[src/rtl/dsb_pkg.sv]
/*
 * Constants, field layouts and carrier types for the diagnostic status and
 * readback bank.
 * Assumes a 32-bit classic Wishbone slave with word-aligned registers.
 */
`default_nettype none

package dsb_pkg;

   // ==========================================================================
   // Register indices; the byte address is four times the index.
   localparam logic [5:0] IDX_GENERAL_STATUS     = 6'h21;
   localparam logic [5:0] IDX_LIMIT_FAIL_FLAGS   = 6'h23;
   localparam logic [5:0] IDX_INPUT0_RESULT      = 6'h24;
   localparam logic [5:0] IDX_INPUT1_RESULT      = 6'h25;
   localparam logic [5:0] IDX_TEMPERATURE_RESULT = 6'h26;
   localparam logic [5:0] IDX_SELF_DIAG_RESULT   = 6'h27;
   localparam logic [5:0] IDX_COMPARATOR_OFFSET  = 6'h28;
   localparam logic [5:0] IDX_SLEW_CONTROL       = 6'h30;
   localparam logic [5:0] IDX_TARGET_CODE        = 6'h31;
   localparam logic [5:0] IDX_OFFSET_OVERRIDE    = 6'h32;

   // ==========================================================================
   // General status field positions and reset value.
   localparam int          GS_RESET_BIT       = 8;
   localparam int          GS_SLEW_DONE_BIT   = 7;
   localparam int          GS_CONV_DONE_BIT   = 6;
   localparam int          GS_CONV_BUSY_BIT   = 5;
   localparam int          GS_HIGH_SUPPLY_BIT = 4;
   localparam int          GS_BRK_FRAME_BIT   = 3;
   localparam int          GS_BRK_PARITY_BIT  = 2;
   localparam int          GS_CHR_FRAME_BIT   = 1;
   localparam int          GS_CHR_PARITY_BIT  = 0;
   localparam logic [15:0] GS_RESET_VALUE     = 16'h0180;

   // ==========================================================================
   // Limit fail flags: bits 8..1 are used, the rest are reserved.
   localparam int          LF_LSB       = 1;
   localparam int          LF_WIDTH     = 8;
   localparam int          RESULT_WIDTH = 12;
   localparam int          CODE_WIDTH   = 16;

   // Control fields of the locally defined registers.
   localparam int          SC_SLEW_EN_BIT   = 0;
   localparam int          OO_ENABLE_BIT    = 15;
   localparam logic [15:0] CTRL_RESET_VALUE = 16'h0000;

   // ==========================================================================
   // Timing: one slew step every SLEW_STEP_NS nanoseconds at 125 MHz.
   localparam int CLK_PERIOD_PS   = 8000;
   localparam int SLEW_STEP_NS    = 128;
   localparam int SLEW_STEP_CYCLES = (SLEW_STEP_NS * 1000) / CLK_PERIOD_PS;

   typedef enum logic [1:0] {
      DSB_CH_INPUT0    = 2'h0,
      DSB_CH_INPUT1    = 2'h1,
      DSB_CH_TEMP      = 2'h3,
      DSB_CH_SELF_DIAG = 2'h2
   } dsb_channel_e;

   // One converter report, valid in the cycle that done is high.
   typedef struct packed {
      logic                    done;
      logic                    busy;
      dsb_channel_e            channel;
      logic [RESULT_WIDTH-1:0] data;
   } dsb_conv_s;

   // One-cycle error pulses from the serial receiver.
   typedef struct packed {
      logic brk_frame;
      logic brk_parity;
      logic chr_frame;
      logic chr_parity;
   } dsb_rx_err_s;

endpackage

`default_nettype wire

[src/rtl/dsb_status_bank.sv]
/*
 * Read-only status and readback bank of the diagnostic converter, with the
 * output code slew engine whose progress it reports.
 * Assumes the converter, the serial receiver and the limit checker run on
 * clk_i; only the high supply comparator arrives asynchronously.
 */
`default_nettype none

// Overview of operation
// - Reset-occurred bit reads 1 after reset, clears on status read, no interrupt.
// - Slew-done low while slewing, high when applied equals target, resets to 1.
// - Slewing off: slew-done rises within three cycles of a new target.
// - Slewing on: event pulse when applied code reaches the target.
// - Disabling slewing early jumps the applied code straight to the target.
// - Sticky conversion-done bit per end of conversion, cleared by status read.
// - Live converter-busy bit, high only while converting, no interrupt.
// - Live high-supply bit follows the secondary supply comparator.
// - Sticky break-frame error bit, cleared by status read.
// - Sticky break-parity error bit, cleared by status read.
// - Sticky character-frame error bit, cleared by status read.
// - Sticky character-parity error bit, cleared by status read.
// - Limit fail flags in bits 8 to 1, other bits reserved.
// - Input zero result in bits 11-0, upper bits reserved.
// - Input one result in bits 11-0, upper bits reserved.
// - Temperature result in bits 11-0 of its own register.
// - Self-diagnostic result in bits 11-0 of its own register.
// - Measured comparator offset in bits 11-0 of the offset register.
// - Override enabled: bypass data becomes offset; register still shows measured.
module dsb_status_bank #(
   parameter int SLEW_STEP = dsb_pkg::SLEW_STEP_CYCLES
) (
   input  wire logic                                 clk_i,
   input  wire logic                                 rst_i,
   // Wishbone classic slave.
   input  wire logic                                 wb_cyc_i,
   input  wire logic                                 wb_stb_i,
   input  wire logic                                 wb_we_i,
   input  wire logic [7:0]                           wb_adr_i,
   input  wire logic [3:0]                           wb_sel_i,
   input  wire logic [31:0]                          wb_dat_i,
   output logic      [31:0]                          wb_dat_o,
   output logic                                      wb_ack_o,
   // Converter, receiver and limit checker.
   input  wire dsb_pkg::dsb_conv_s                   conv_i,
   input  wire dsb_pkg::dsb_rx_err_s                 rx_err_i,
   input  wire logic [dsb_pkg::LF_WIDTH-1:0]         limit_fail_i,
   input  wire logic [dsb_pkg::RESULT_WIDTH-1:0]     meas_offset_i,
   input  wire logic                                 high_supply_i,
   // Outputs to the analog side.
   output logic      [dsb_pkg::CODE_WIDTH-1:0]       applied_code_o,
   output logic      [dsb_pkg::RESULT_WIDTH-1:0]     conv_offset_o,
   output logic                                      slew_reached_o
);

   // ==========================================================================
   // Bus decode
   logic        req;
   logic        rd_ack;
   logic        wr_ack;
   logic        status_read;
   logic [5:0]  idx;
   logic        ack_ff;
   logic [31:0] rdata_ff;

   assign req         = wb_cyc_i & wb_stb_i & ~ack_ff;
   assign idx         = wb_adr_i[7:2];
   assign rd_ack      = req & ~wb_we_i;
   assign wr_ack      = req & wb_we_i;
   assign status_read = rd_ack & (idx == dsb_pkg::IDX_GENERAL_STATUS);
   assign wb_ack_o    = ack_ff;
   assign wb_dat_o    = rdata_ff;

   function automatic logic [15:0] merge16(input logic [15:0] old_v,
                                            input logic [31:0] wd,
                                            input logic [3:0]  sel);
      merge16 = {sel[1] ? wd[15:8] : old_v[15:8], sel[0] ? wd[7:0] : old_v[7:0]};
   endfunction

   function automatic logic [31:0] zext12(input logic [dsb_pkg::RESULT_WIDTH-1:0] v);
      zext12 = {20'h00000, v};
   endfunction

   // ==========================================================================
   // Locally defined control registers
   logic [15:0] slew_ctrl_ff;
   logic [15:0] target_ff;
   logic [15:0] override_ff;
   logic        slew_en;
   logic        target_wr;

   assign slew_en   = slew_ctrl_ff[dsb_pkg::SC_SLEW_EN_BIT];
   assign target_wr = wr_ack & (idx == dsb_pkg::IDX_TARGET_CODE);

   always_ff @(posedge clk_i) begin
      if (rst_i) begin
         slew_ctrl_ff <= dsb_pkg::CTRL_RESET_VALUE;
         target_ff    <= dsb_pkg::CTRL_RESET_VALUE;
         override_ff  <= dsb_pkg::CTRL_RESET_VALUE;
      end else if (wr_ack) begin
         case (idx)
            dsb_pkg::IDX_SLEW_CONTROL: begin
               slew_ctrl_ff <= merge16(slew_ctrl_ff, wb_dat_i, wb_sel_i) & 16'h0001;
            end
            dsb_pkg::IDX_TARGET_CODE: begin
               target_ff <= merge16(target_ff, wb_dat_i, wb_sel_i);
            end
            dsb_pkg::IDX_OFFSET_OVERRIDE: begin
               override_ff <= merge16(override_ff, wb_dat_i, wb_sel_i) & 16'h8fff;
            end
            default: begin
               // Read-only and unmapped words drop the write.
               slew_ctrl_ff <= slew_ctrl_ff;
            end
         endcase
      end
   end

   // ==========================================================================
   // Slew engine
   // The step timer restarts on every target write so a fresh ramp always
   // starts with a full step interval.
   logic [15:0] applied_ff;
   logic [15:0] step_cnt_ff;
   logic        step_tick;
   logic        slew_done_ff;
   logic        slew_reached_ff;
   logic        nxt_done;
   logic [15:0] nxt_applied;

   assign step_tick = (step_cnt_ff == 16'(SLEW_STEP - 1));

   always_ff @(posedge clk_i) begin
      if (rst_i) begin
         step_cnt_ff <= 16'h0000;
      end else if (target_wr | step_tick | ~slew_en) begin
         step_cnt_ff <= 16'h0000;
      end else begin
         step_cnt_ff <= step_cnt_ff + 16'h0001;
      end
   end

   always_comb begin
      nxt_applied = applied_ff;
      if (!slew_en) begin
         nxt_applied = target_ff;
      end else if (step_tick && applied_ff < target_ff) begin
         nxt_applied = applied_ff + 16'h0001;
      end else if (step_tick && applied_ff > target_ff) begin
         nxt_applied = applied_ff - 16'h0001;
      end
   end

   assign nxt_done = (nxt_applied == target_ff);

   always_ff @(posedge clk_i) begin
      if (rst_i) begin
         applied_ff      <= 16'h0000;
         slew_done_ff    <= 1'b1;
         slew_reached_ff <= 1'b0;
      end else begin
         applied_ff      <= nxt_applied;
         slew_done_ff    <= nxt_done & ~target_wr;
         slew_reached_ff <= slew_en & nxt_done & ~target_wr & ~slew_done_ff;
      end
   end

   assign applied_code_o = applied_ff;
   assign slew_reached_o = slew_reached_ff;

   // ==========================================================================
   // General status
   // A status read clears the sticky bits, but an event in the same cycle
   // sets them again so it is never lost.
   logic [1:0] supply_sync_ff;
   logic       reset_seen_ff;
   logic       conv_done_ff;
   logic       conv_busy_ff;
   logic [3:0] rx_err_ff;
   logic [3:0] rx_set;

   assign rx_set = {rx_err_i.brk_frame, rx_err_i.brk_parity,
                    rx_err_i.chr_frame, rx_err_i.chr_parity};

   always_ff @(posedge clk_i) begin
      if (rst_i) begin
         supply_sync_ff <= 2'h0;
      end else begin
         supply_sync_ff <= {supply_sync_ff[0], high_supply_i};
      end
   end

   always_ff @(posedge clk_i) begin
      if (rst_i) begin
         reset_seen_ff <= 1'b1;
         conv_done_ff  <= 1'b0;
         conv_busy_ff  <= 1'b0;
         rx_err_ff     <= 4'h0;
      end else begin
         reset_seen_ff <= reset_seen_ff & ~status_read;
         conv_done_ff  <= (conv_done_ff & ~status_read) | conv_i.done;
         conv_busy_ff  <= conv_i.busy;
         rx_err_ff     <= (rx_err_ff & {4{~status_read}}) | rx_set;
      end
   end

   logic [15:0] status_word;

   always_comb begin
      status_word                                = 16'h0000;
      status_word[dsb_pkg::GS_RESET_BIT]         = reset_seen_ff;
      status_word[dsb_pkg::GS_SLEW_DONE_BIT]     = slew_done_ff;
      status_word[dsb_pkg::GS_CONV_DONE_BIT]     = conv_done_ff;
      status_word[dsb_pkg::GS_CONV_BUSY_BIT]     = conv_busy_ff;
      status_word[dsb_pkg::GS_HIGH_SUPPLY_BIT]   = supply_sync_ff[1];
      status_word[dsb_pkg::GS_BRK_FRAME_BIT]     = rx_err_ff[3];
      status_word[dsb_pkg::GS_BRK_PARITY_BIT]    = rx_err_ff[2];
      status_word[dsb_pkg::GS_CHR_FRAME_BIT]     = rx_err_ff[1];
      status_word[dsb_pkg::GS_CHR_PARITY_BIT]    = rx_err_ff[0];
   end

   // ==========================================================================
   // Results, flags and offset
   logic [dsb_pkg::RESULT_WIDTH-1:0] result_ff [4];
   logic [dsb_pkg::LF_WIDTH-1:0]     limit_ff;
   logic [dsb_pkg::RESULT_WIDTH-1:0] offset_ff;

   genvar g;
   generate
      for (g = 0; g < 4; g++) begin : g_result
         always_ff @(posedge clk_i) begin
            if (rst_i) begin
               result_ff[g] <= '0;
            end else if (conv_i.done && conv_i.channel == dsb_pkg::dsb_channel_e'(g)) begin
               result_ff[g] <= conv_i.data;
            end
         end
      end
   endgenerate

   always_ff @(posedge clk_i) begin
      if (rst_i) begin
         limit_ff  <= '0;
         offset_ff <= '0;
      end else begin
         limit_ff  <= limit_fail_i;
         offset_ff <= meas_offset_i;
      end
   end

   // The converter takes the override only as its working offset; software
   // keeps seeing the measured figure.
   assign conv_offset_o = override_ff[dsb_pkg::OO_ENABLE_BIT] ?
                          override_ff[dsb_pkg::RESULT_WIDTH-1:0] : offset_ff;

   // ==========================================================================
   // Read mux and acknowledge
   // Every access is acknowledged one cycle after the strobe; unmapped words
   // read as zero instead of erroring so software probing stays harmless.
   logic [31:0] nxt_rdata;

   always_comb begin
      case (idx)
         dsb_pkg::IDX_GENERAL_STATUS: begin
            nxt_rdata = {16'h0000, status_word};
         end
         dsb_pkg::IDX_LIMIT_FAIL_FLAGS: begin
            nxt_rdata = {23'h0, limit_ff, 1'b0};
         end
         dsb_pkg::IDX_INPUT0_RESULT: begin
            nxt_rdata = zext12(result_ff[dsb_pkg::DSB_CH_INPUT0]);
         end
         dsb_pkg::IDX_INPUT1_RESULT: begin
            nxt_rdata = zext12(result_ff[dsb_pkg::DSB_CH_INPUT1]);
         end
         dsb_pkg::IDX_TEMPERATURE_RESULT: begin
            nxt_rdata = zext12(result_ff[dsb_pkg::DSB_CH_TEMP]);
         end
         dsb_pkg::IDX_SELF_DIAG_RESULT: begin
            nxt_rdata = zext12(result_ff[dsb_pkg::DSB_CH_SELF_DIAG]);
         end
         dsb_pkg::IDX_COMPARATOR_OFFSET: begin
            nxt_rdata = zext12(offset_ff);
         end
         dsb_pkg::IDX_SLEW_CONTROL: begin
            nxt_rdata = {16'h0000, slew_ctrl_ff};
         end
         dsb_pkg::IDX_TARGET_CODE: begin
            nxt_rdata = {16'h0000, target_ff};
         end
         dsb_pkg::IDX_OFFSET_OVERRIDE: begin
            nxt_rdata = {16'h0000, override_ff};
         end
         default: begin
            nxt_rdata = 32'h00000000;
         end
      endcase
   end

   always_ff @(posedge clk_i) begin
      if (rst_i) begin
         ack_ff   <= 1'b0;
         rdata_ff <= 32'h00000000;
      end else begin
         ack_ff   <= req;
         rdata_ff <= rd_ack ? nxt_rdata : 32'h00000000;
      end
   end
endmodule

`default_nettype wire

[config.mk]
export PLATFORM = sky130hd
export DESIGN_NAME = dsb_status_bank
export DESIGN_NICKNAME = d
export VERILOG_FILES = /design/src/rtl/dsb_pkg.sv /design/src/rtl/dsb_status_bank.sv
export SDC_FILE = /design/constraint.sdc
export NUM_CORES = 1
export LEC_CHECK = 0
export ABC_AREA = 0
export BUFFER_PORTS_ARGS = -buffer_cell sky130_fd_sc_hd__buf_2
export CORE_UTILIZATION = 40
export DETAILED_ROUTE_END_ITERATION = 8
export GPL_TIMING_DRIVEN = 0
export SLEW_MARGIN = 5
export SYNTH_ARGS = -nofsm -noshare
export SYNTH_HDL_FRONTEND = slang
export SYNTH_SLANG_ARGS = --single-unit
[constraint.sdc]
create_clock -name clk_i -period 4.4 [get_ports clk_i]
set_input_delay 0.22 -clock clk_i [delete_from_list [all_inputs] [get_ports clk_i]]
set_output_delay 0.22 -clock clk_i [all_outputs]
set_load 0.02 [all_outputs]
==> results of run 1 <==
[state kept, by name, indices dropped and copies added, names as in the netlist]
register        cells
conv_busy_ff        1
reset_seen_ff       1
slew_done_ff        1
supply_sync_ff      2
applied_code_o     16
wb_dat_o           16
limit_ff            8
slew_reached_o      1
wb_ack_o            1
override_ff        13
slew_ctrl_ff        1
offset_ff          12
rx_err_ff           4
step_cnt_ff        16
result_ff          48
conv_done_ff        1
target_ff          16
[area by class of cell]
cell class | count | area [sq um]
fill | 1869 | 9940
sequential | 158 | 3640
clock inverter | 15 | 159
timing repair buffer | 123 | 666
inverter | 29 | 109
multi-input combinational | 617 | 4200
clock buffer | 17 | 425
buffer | 63 | 307
tap | 265 | 332
[synth_stat cells, drive strengths merged, types with 13 or more instances]
cell type	number
inv	29
and2	50
nand2	56
nor2b	28
nor2	75
buf	23
a222oi	15
o21ai	19
nor4	13
xnor2	25
dfxtp	110
edfxtp	48
mux2i	37
xor2	14
ha	19
nand3	46
nor3	23
a21oi	40
mux2	16
clkbuf	41
[cell usage in the layout, fill, tap and decap left out, types with 15 or more instances in the layout]
cell       count
xnor2_1       25
nor2b_1       28
and2_1        50
conb_1        16
dfxtp_1      110
mux2_2        16
buf_4         16
nand3_1       45
o21ai_0       18
clkbuf_16     17
ha_1          19
nor2_1        75
clkbuf_1      40
buf_2        115
mux2i_1       37
edfxtp_1      48
a21oi_1       39
nor3_1        21
inv_1         29
a222oi_1      15
nand2_1       56
[layer usage]
| metal | track usage [%] | wire (um) | share of wire [%] | vias up |
|---|---|---|---|---|
| li1 | - | - | - | 3376 |
| met1 | 33.7 | 11400 | 46 | 3336 |
| met2 | 36.3 | 11000 | 44 | 319 |
| met3 | 4.56 | 1770 | 7.2 | 36 |
| met4 | 7.42 | 594 | 2.4 | 0 |
| met5 | 0 | 0 | 0 | - |
[per-stage QoR]
stage | utilization (%) | power, mW | area, sq um | setup slack (ns)
5_1_grt | 49.7 | 3.34 | 9840 | 0.0281
2_1_floorplan | - | 1.71 | 8250 | 0.870
3_3_place_gp | 46.2 | 1.80 | 9150 | 0.212
4_1_cts | 49.7 | 3.26 | 9830 | 0.175
3_5_place_dp | 46.2 | 1.81 | 9150 | 0.206
6_report | 49.7 | 3.25 | 9840 | 0.182
[kinds of logic (layout without fill, tap and decap cells)]
group,count (synthesis),in the layout,synth area share [%]
simple gates,344,344,21.9
flops,158,158,44.5
compound gates,139,139,12.8
buf+inv,93,247,5.12
mux,59,59,8.37
xor+xnor,40,40,4.44
fa+ha+maj,19,19,2.90
other cells,1,16,0.0458
[final timing paths]
kind | startpoint | slack (ns) | to
min | limit_fail_i[5] | 0.005 | limit_ff[5]$_SDFF_PP0_
max reg2reg | target_ff[11]$_SDFFE_PP0P_ | 0.18 | slew_reached_o$_SDFF_PP0_
min reg2reg | supply_sync_ff[0]$_SDFF_PP0_ | 0.45 | supply_sync_ff[1]$_SDFF_PP0_
max | target_ff[11]$_SDFFE_PP0P_ | 0.18 | slew_reached_o$_SDFF_PP0_
[power by group through the flow]
stage	registers [mW]	logic (mW)	clock network, mW
floorplan	1.59	0.118	0
global placement	1.60	0.205	0
detailed placement	1.60	0.207	0
CTS	1.57	0.214	1.48
global route	1.57	0.231	1.54
finish	1.57	0.216	1.47
[repair_timing]
| action | in CTS | in global routing |
|---|---|---|
| endpoints found under the hold margin | 10 | 0 |
| endpoints found under the setup margin | 0 | 1 |
| hold buffers | 10 | 0 |
==> impl_metrics.py, run 1 <==
metrics = {
    "sta": {
        "holdWs_ns": 0.00485,
        "timing.final.crit_period_ns": 4.22,
        "rsz0062_at_grt": "no",
        "report.final.setup_viol": 0,
        "relSlewSlack_pct": 15.3,
        "hold_violations": 0,
        "tns_ns": 0,
        "timing.final.crit_share_pct": 95.9,
        "skew_ns": 0.0106,
        "drv_slew": 0,
        "tightest_slew_ns": 1.27,
        "fmax_mhz": 237,
    },
    "layout": {
        "syn_to_final_growth_pct": 20.1,
        "finalNonFillerCells": 1287,
        "num_antenna_cells": 0,
        "drive_above_1_share_pct": 20.0,
        "nets": 1118,
    },
    "drt": {
        "via_per_inst": 5.49,
        "totalWireLength_um": 24700,
        "ant_nets": 0,
        "avgRoutedWirePerCell_um": 19.2,
        "post-route-drc-count": 0,
        "drt_iter0_markers": 594,
        "vias": 7067,
        "drtPass1Iterations": 5,
    },
    "grt": {
        "grt_pass1_wl_um": 38200,
        "grt_use_total_pct": 23.8,
        "first_global_vias": 6635,
        "grt_max_degree": 19,
        "antenna_found_initial": 0,
        "grt-ovfl-total": 0,
    },
    "placement": {
        "gp_congestion": 0.915,
        "portBuffers": 113,
        "post-dp-hpwl_um": 18800,
        "dp.cells": 1246,
    },
    "worst_hold_path": {
        "hold_path_class": "in -> reg",
        "holdPathStages": 2,
    },
    "worst_setup_path": {
        "cp_slowest_cell": "dfxtp_1",
        "cp_cell_sequence": "inv_1 > ha_1 > nand3_1 > or4_4 > buf_6 > a21o_1 > o211ai_2 > mux2i_1 > xnor3_1 > a211oi_2 > o2111ai_1 > or4_1 > and4b_1",
        "cp_num_buf_inv": 2,
        "max_stage_delay_ns": 0.57,
        "path_max_fanout": 8,
        "cp.depth": 13,
        "endpoint_kind": "flop",
        "crit_required_ns": 4.77,
        "worstPathArrival_ns": 4.58,
        "worst_setup_path_start_kind": "flop",
        "worst-setup-path-type": "reg -> reg",
        "reg2reg_depth": 13,
        "critical-path-top-delay-family": "simple AND/OR/NAND/NOR gates",
    },
    "clock_network": {
        "cts_root_buffer": "clkbuf_16",
        "post_cts.repair.setup_buffers": 0,
        "clkTransAtPathRegs_ns": 0.07,
        "numCtsBuffers": 17,
        "insertion_delay_ns": 0.44,
        "cts_resized": 0,
        "clock_path_buffers": 2,
        "cts_tree": "done",
        "htreeDepth": 4,
        "cts_sinks": 158,
    },
    "synthesis": {
        "ys_seq_area_share_pct": 44.5,
        "synth_ff_type": "dfxtp_1",
        "yosysWarningCount": 0,
        "synth.area.top_cells": "dfxtp_1 27%, edfxtp_1 18%, mux2i_1 4.5%, and2_1 3.8%, nor2_1 3.4%",
        "synth_top_area_share_pct": 26.9,
        "yosysUniqueCellTypes": 71,
        "synth_seq_cells": 158,
        "syn_area_sq_um": 8190,
        "syn_inst": 853,
        "ys_async_sr_fraction_pct": 0,
        "syn_avg_cell_area_sq_um": 9.60,
        "synth_edf_count": 48,
        "yosys.area.top_type": "dfxtp_1",
    },
    "die": {
        "die_h_um": 145,
        "start_util_pct": 41.4,
        "core_sq_um": 19800,
        "die_area_sq_um": 21100,
        "ios": 152,
        "rows": 51,
        "fp.dieW_um": 145,
    },
    "power": {
        "p_sw_share_pct": 26.2,
        "cellLeakagePower_nw": 3.89,
        "seqPwrFrac_pct": 48.2,
        "pwr_density_cell_nw_per_um2": 330,
        "p_clk_share_pct": 45.2,
        "ir_worst_vdd_mv": 0.254,
        "combPwrFrac_pct": 6.6,
        "internal_power_mw": 2.40,
        "p_switching_mw": 0.851,
    },
    "run_status": {
        "outcome": "finished, final reports clean",
    },
    "flow_run": {
        "maxCapViolCount": 0,
    },
}
No activity file was read; power rests on OpenSTA's default activity.
==> run 2, diff against run 1 <==
--- a/config.mk
+++ b/config.mk
@@ -7,9 +7,11 @@
 export LEC_CHECK = 0
 export ABC_AREA = 0
 export BUFFER_PORTS_ARGS = -buffer_cell sky130_fd_sc_hd__buf_2
-export CORE_UTILIZATION = 40
+export CORE_UTILIZATION = 45
 export DETAILED_ROUTE_END_ITERATION = 8
+export GPL_ROUTABILITY_DRIVEN = 0
 export GPL_TIMING_DRIVEN = 0
+export PLACE_DENSITY = 0.67
 export SLEW_MARGIN = 5
 export SYNTH_ARGS = -nofsm -noshare
 export SYNTH_HDL_FRONTEND = slang
==> run 2 against run 1 <==
Net effect: wire length fell by 4.8%; critical path type unchanged; register-to-register slack improved by 0.03 ns; power fell by 0.34%; utilization rose by 6.0 points; worst hold slack improved by 0.0027 ns; largest power group unchanged.
==> impl_metrics.py, run 2 (synthesized netlist as in run 1, its figures left out) <==
metrics = {
    "run_status": {
        "outcome": "finished, final reports clean",
    },
    "drt": {
        "drtPass1Iterations": 5,
        "drt_iter0_markers": 694,
        "totalWireLength_um": 23500,
        "post-route-drc-count": 0,
        "vias": 7007,
        "avgRoutedWirePerCell_um": 18.9,
        "via_per_inst": 5.62,
        "ant_nets": 0,
    },
    "sta": {
        "tightest_slew_ns": 1.32,
        "fmax_mhz": 239,
        "relSlewSlack_pct": 12.0,
        "rsz0062_at_grt": "no",
        "hold_violations": 0,
        "report.final.setup_viol": 0,
        "timing.final.crit_period_ns": 4.19,
        "tns_ns": 0,
        "skew_ns": 0.0104,
        "timing.final.crit_share_pct": 95.2,
        "drv_slew": 0,
        "worst_slack_ns": 0.213,
    },
    "power": {
        "cellLeakagePower_nw": 3.88,
        "p_switching_mw": 0.843,
        "pwr_density_cell_nw_per_um2": 331,
        "seqPwrFrac_pct": 48.3,
        "p_clk_share_pct": 45.2,
        "p_sw_share_pct": 26.0,
        "internal_power_mw": 2.40,
        "ir_worst_vdd_mv": 0.333,
        "combPwrFrac_pct": 6.5,
    },
    "clock_network": {
        "clkTransAtPathRegs_ns": 0.07,
        "cts_tree": "done",
        "clock_path_buffers": 2,
        "insertion_delay_ns": 0.44,
        "cts_resized": 0,
        "cts_root_buffer": "clkbuf_16",
        "numCtsBuffers": 17,
        "post_cts.repair.setup_buffers": 0,
        "htreeDepth": 4,
        "ctsHoldBuffers": 8,
        "cts_sinks": 158,
    },
    "die": {
        "rows": 48,
        "start_util_pct": 46.7,
        "die_area_sq_um": 18700,
        "die_h_um": 137,
        "fp.dieW_um": 137,
        "core_sq_um": 17500,
        "ios": 152,
    },
    "worst_setup_path": {
        "worstPathArrival_ns": 4.55,
        "r2r_slack_ns": 0.21,
        "worst_setup_path_start_kind": "flop",
        "path_max_fanout": 10,
        "endpoint_kind": "flop",
        "worst-setup-path-type": "reg -> reg",
        "crit_required_ns": 4.77,
    },
    "grt": {
        "antenna_found_initial": 1,
        "first_global_vias": 6581,
        "grt_max_degree": 19,
        "grt_use_total_pct": 25.8,
        "grt_pass1_wl_um": 36000,
        "grt-ovfl-total": 0,
    },
    "layout": {
        "syn_to_final_growth_pct": 19.3,
        "drive_above_1_share_pct": 19.8,
        "largest_register": "result_ff",
        "final_common_cell": "buf_2",
        "nets": 1117,
        "final_cell_mix": "115 x buf_2, 110 x dfxtp_1, 75 x nor2_1",
        "num_antenna_cells": 0,
        "largest_register_ffs": 48,
    },
    "flow_run": {
        "maxCapViolCount": 0,
    },
    "placement": {
        "post-place-ws_ns": 0.264,
        "portBuffers": 113,
        "post-dp-hpwl_um": 17600,
    },
    "worst_hold_path": {
        "hold_path_class": "in -> reg",
    },
}
-- run 2: changes by cell type in the layout (fill, tap and decap cells not counted), sizes merged --
cell,before,now
clkbuf,57,58
clkinv,2,6
clkinvlp,2,1
dlygate4sd3,10,8
inv,40,37
-- run 2: metrics by stage --
step | instances | util [%] | instance area (sq um) | power (mW) | hold slack, ns
2_1_floorplan | 868 | - | 8250 | 1.71 | 0.337
3_3_place_gp | 1206 | 51.9 | 9100 | 1.80 | 0.422
3_5_place_dp | 1206 | 51.9 | 9100 | 1.80 | 0.434
4_1_cts | 1246 | 55.7 | 9770 | 3.25 | 0.000395
5_1_grt | 1246 | 55.7 | 9770 | 3.33 | 0.0197
6_report | 1246 | 55.7 | 9770 | 3.24 | 0.00756
-- run 2: worst paths after layout --
check,startpoint,end,cells after the start
hold reg to reg,supply_sync_ff[0]$_SDFF_PP0_,supply_sync_ff[1]$_SDFF_PP0_,1
hold / removal,meas_offset_i[5],offset_ff[5]$_SDFF_PP0_,2
setup reg to reg,target_ff[8]$_SDFFE_PP0P_,slew_reached_o$_SDFF_PP0_,14
setup / recovery,target_ff[8]$_SDFFE_PP0P_,slew_reached_o$_SDFF_PP0_,14
-- run 2: area by class of cell --
type / instances / area (sq um)
repair buffers: 121 / 646
well taps: 225 / 282
clock inverters: 15 / 165
multi-input cells: 617 / 4190
plain buffers: 64 / 310
fillers: 1578 / 7770
flip-flops and latches: 158 / 3640
clock buffers: 17 / 425
inverters: 29 / 109
-- run 2: power by group through the flow --
stage | Sequential [mW] | Clock [mW] | Combinational (mW)
final | 1.56 | 1.46 | 0.209
after global routing | 1.57 | 1.54 | 0.226
after CTS | 1.56 | 1.48 | 0.208
after detailed placement | 1.60 | 0 | 0.201
after global placement | 1.60 | 0 | 0.201
after floorplan | 1.59 | 0 | 0.118
-- run 2: layer usage --
layer	vias up	wire length, um	GRT usage, %
met5	-	8	0
met4	2	460	7.57
met3	34	2020	6.56
met2	312	10700	41.0
met1	3301	10400	34.5
li1	3358	-	-
-- run 2: worst max-delay path: stages, from the launching register on --
cell	delay, ns
dfxtp_1	0.31
clkbuf_1	0.36
inv_1	0.15
ha_1	0.32
nand2_1	0.07
or4_4	0.52
buf_6	0.16
a21o_1	0.21
o211ai_2	0.19
mux2i_1	0.40
xnor3_1	0.33
a211oi_2	0.22
o2111ai_1	0.15
or4_1	0.45
and4b_1	0.28
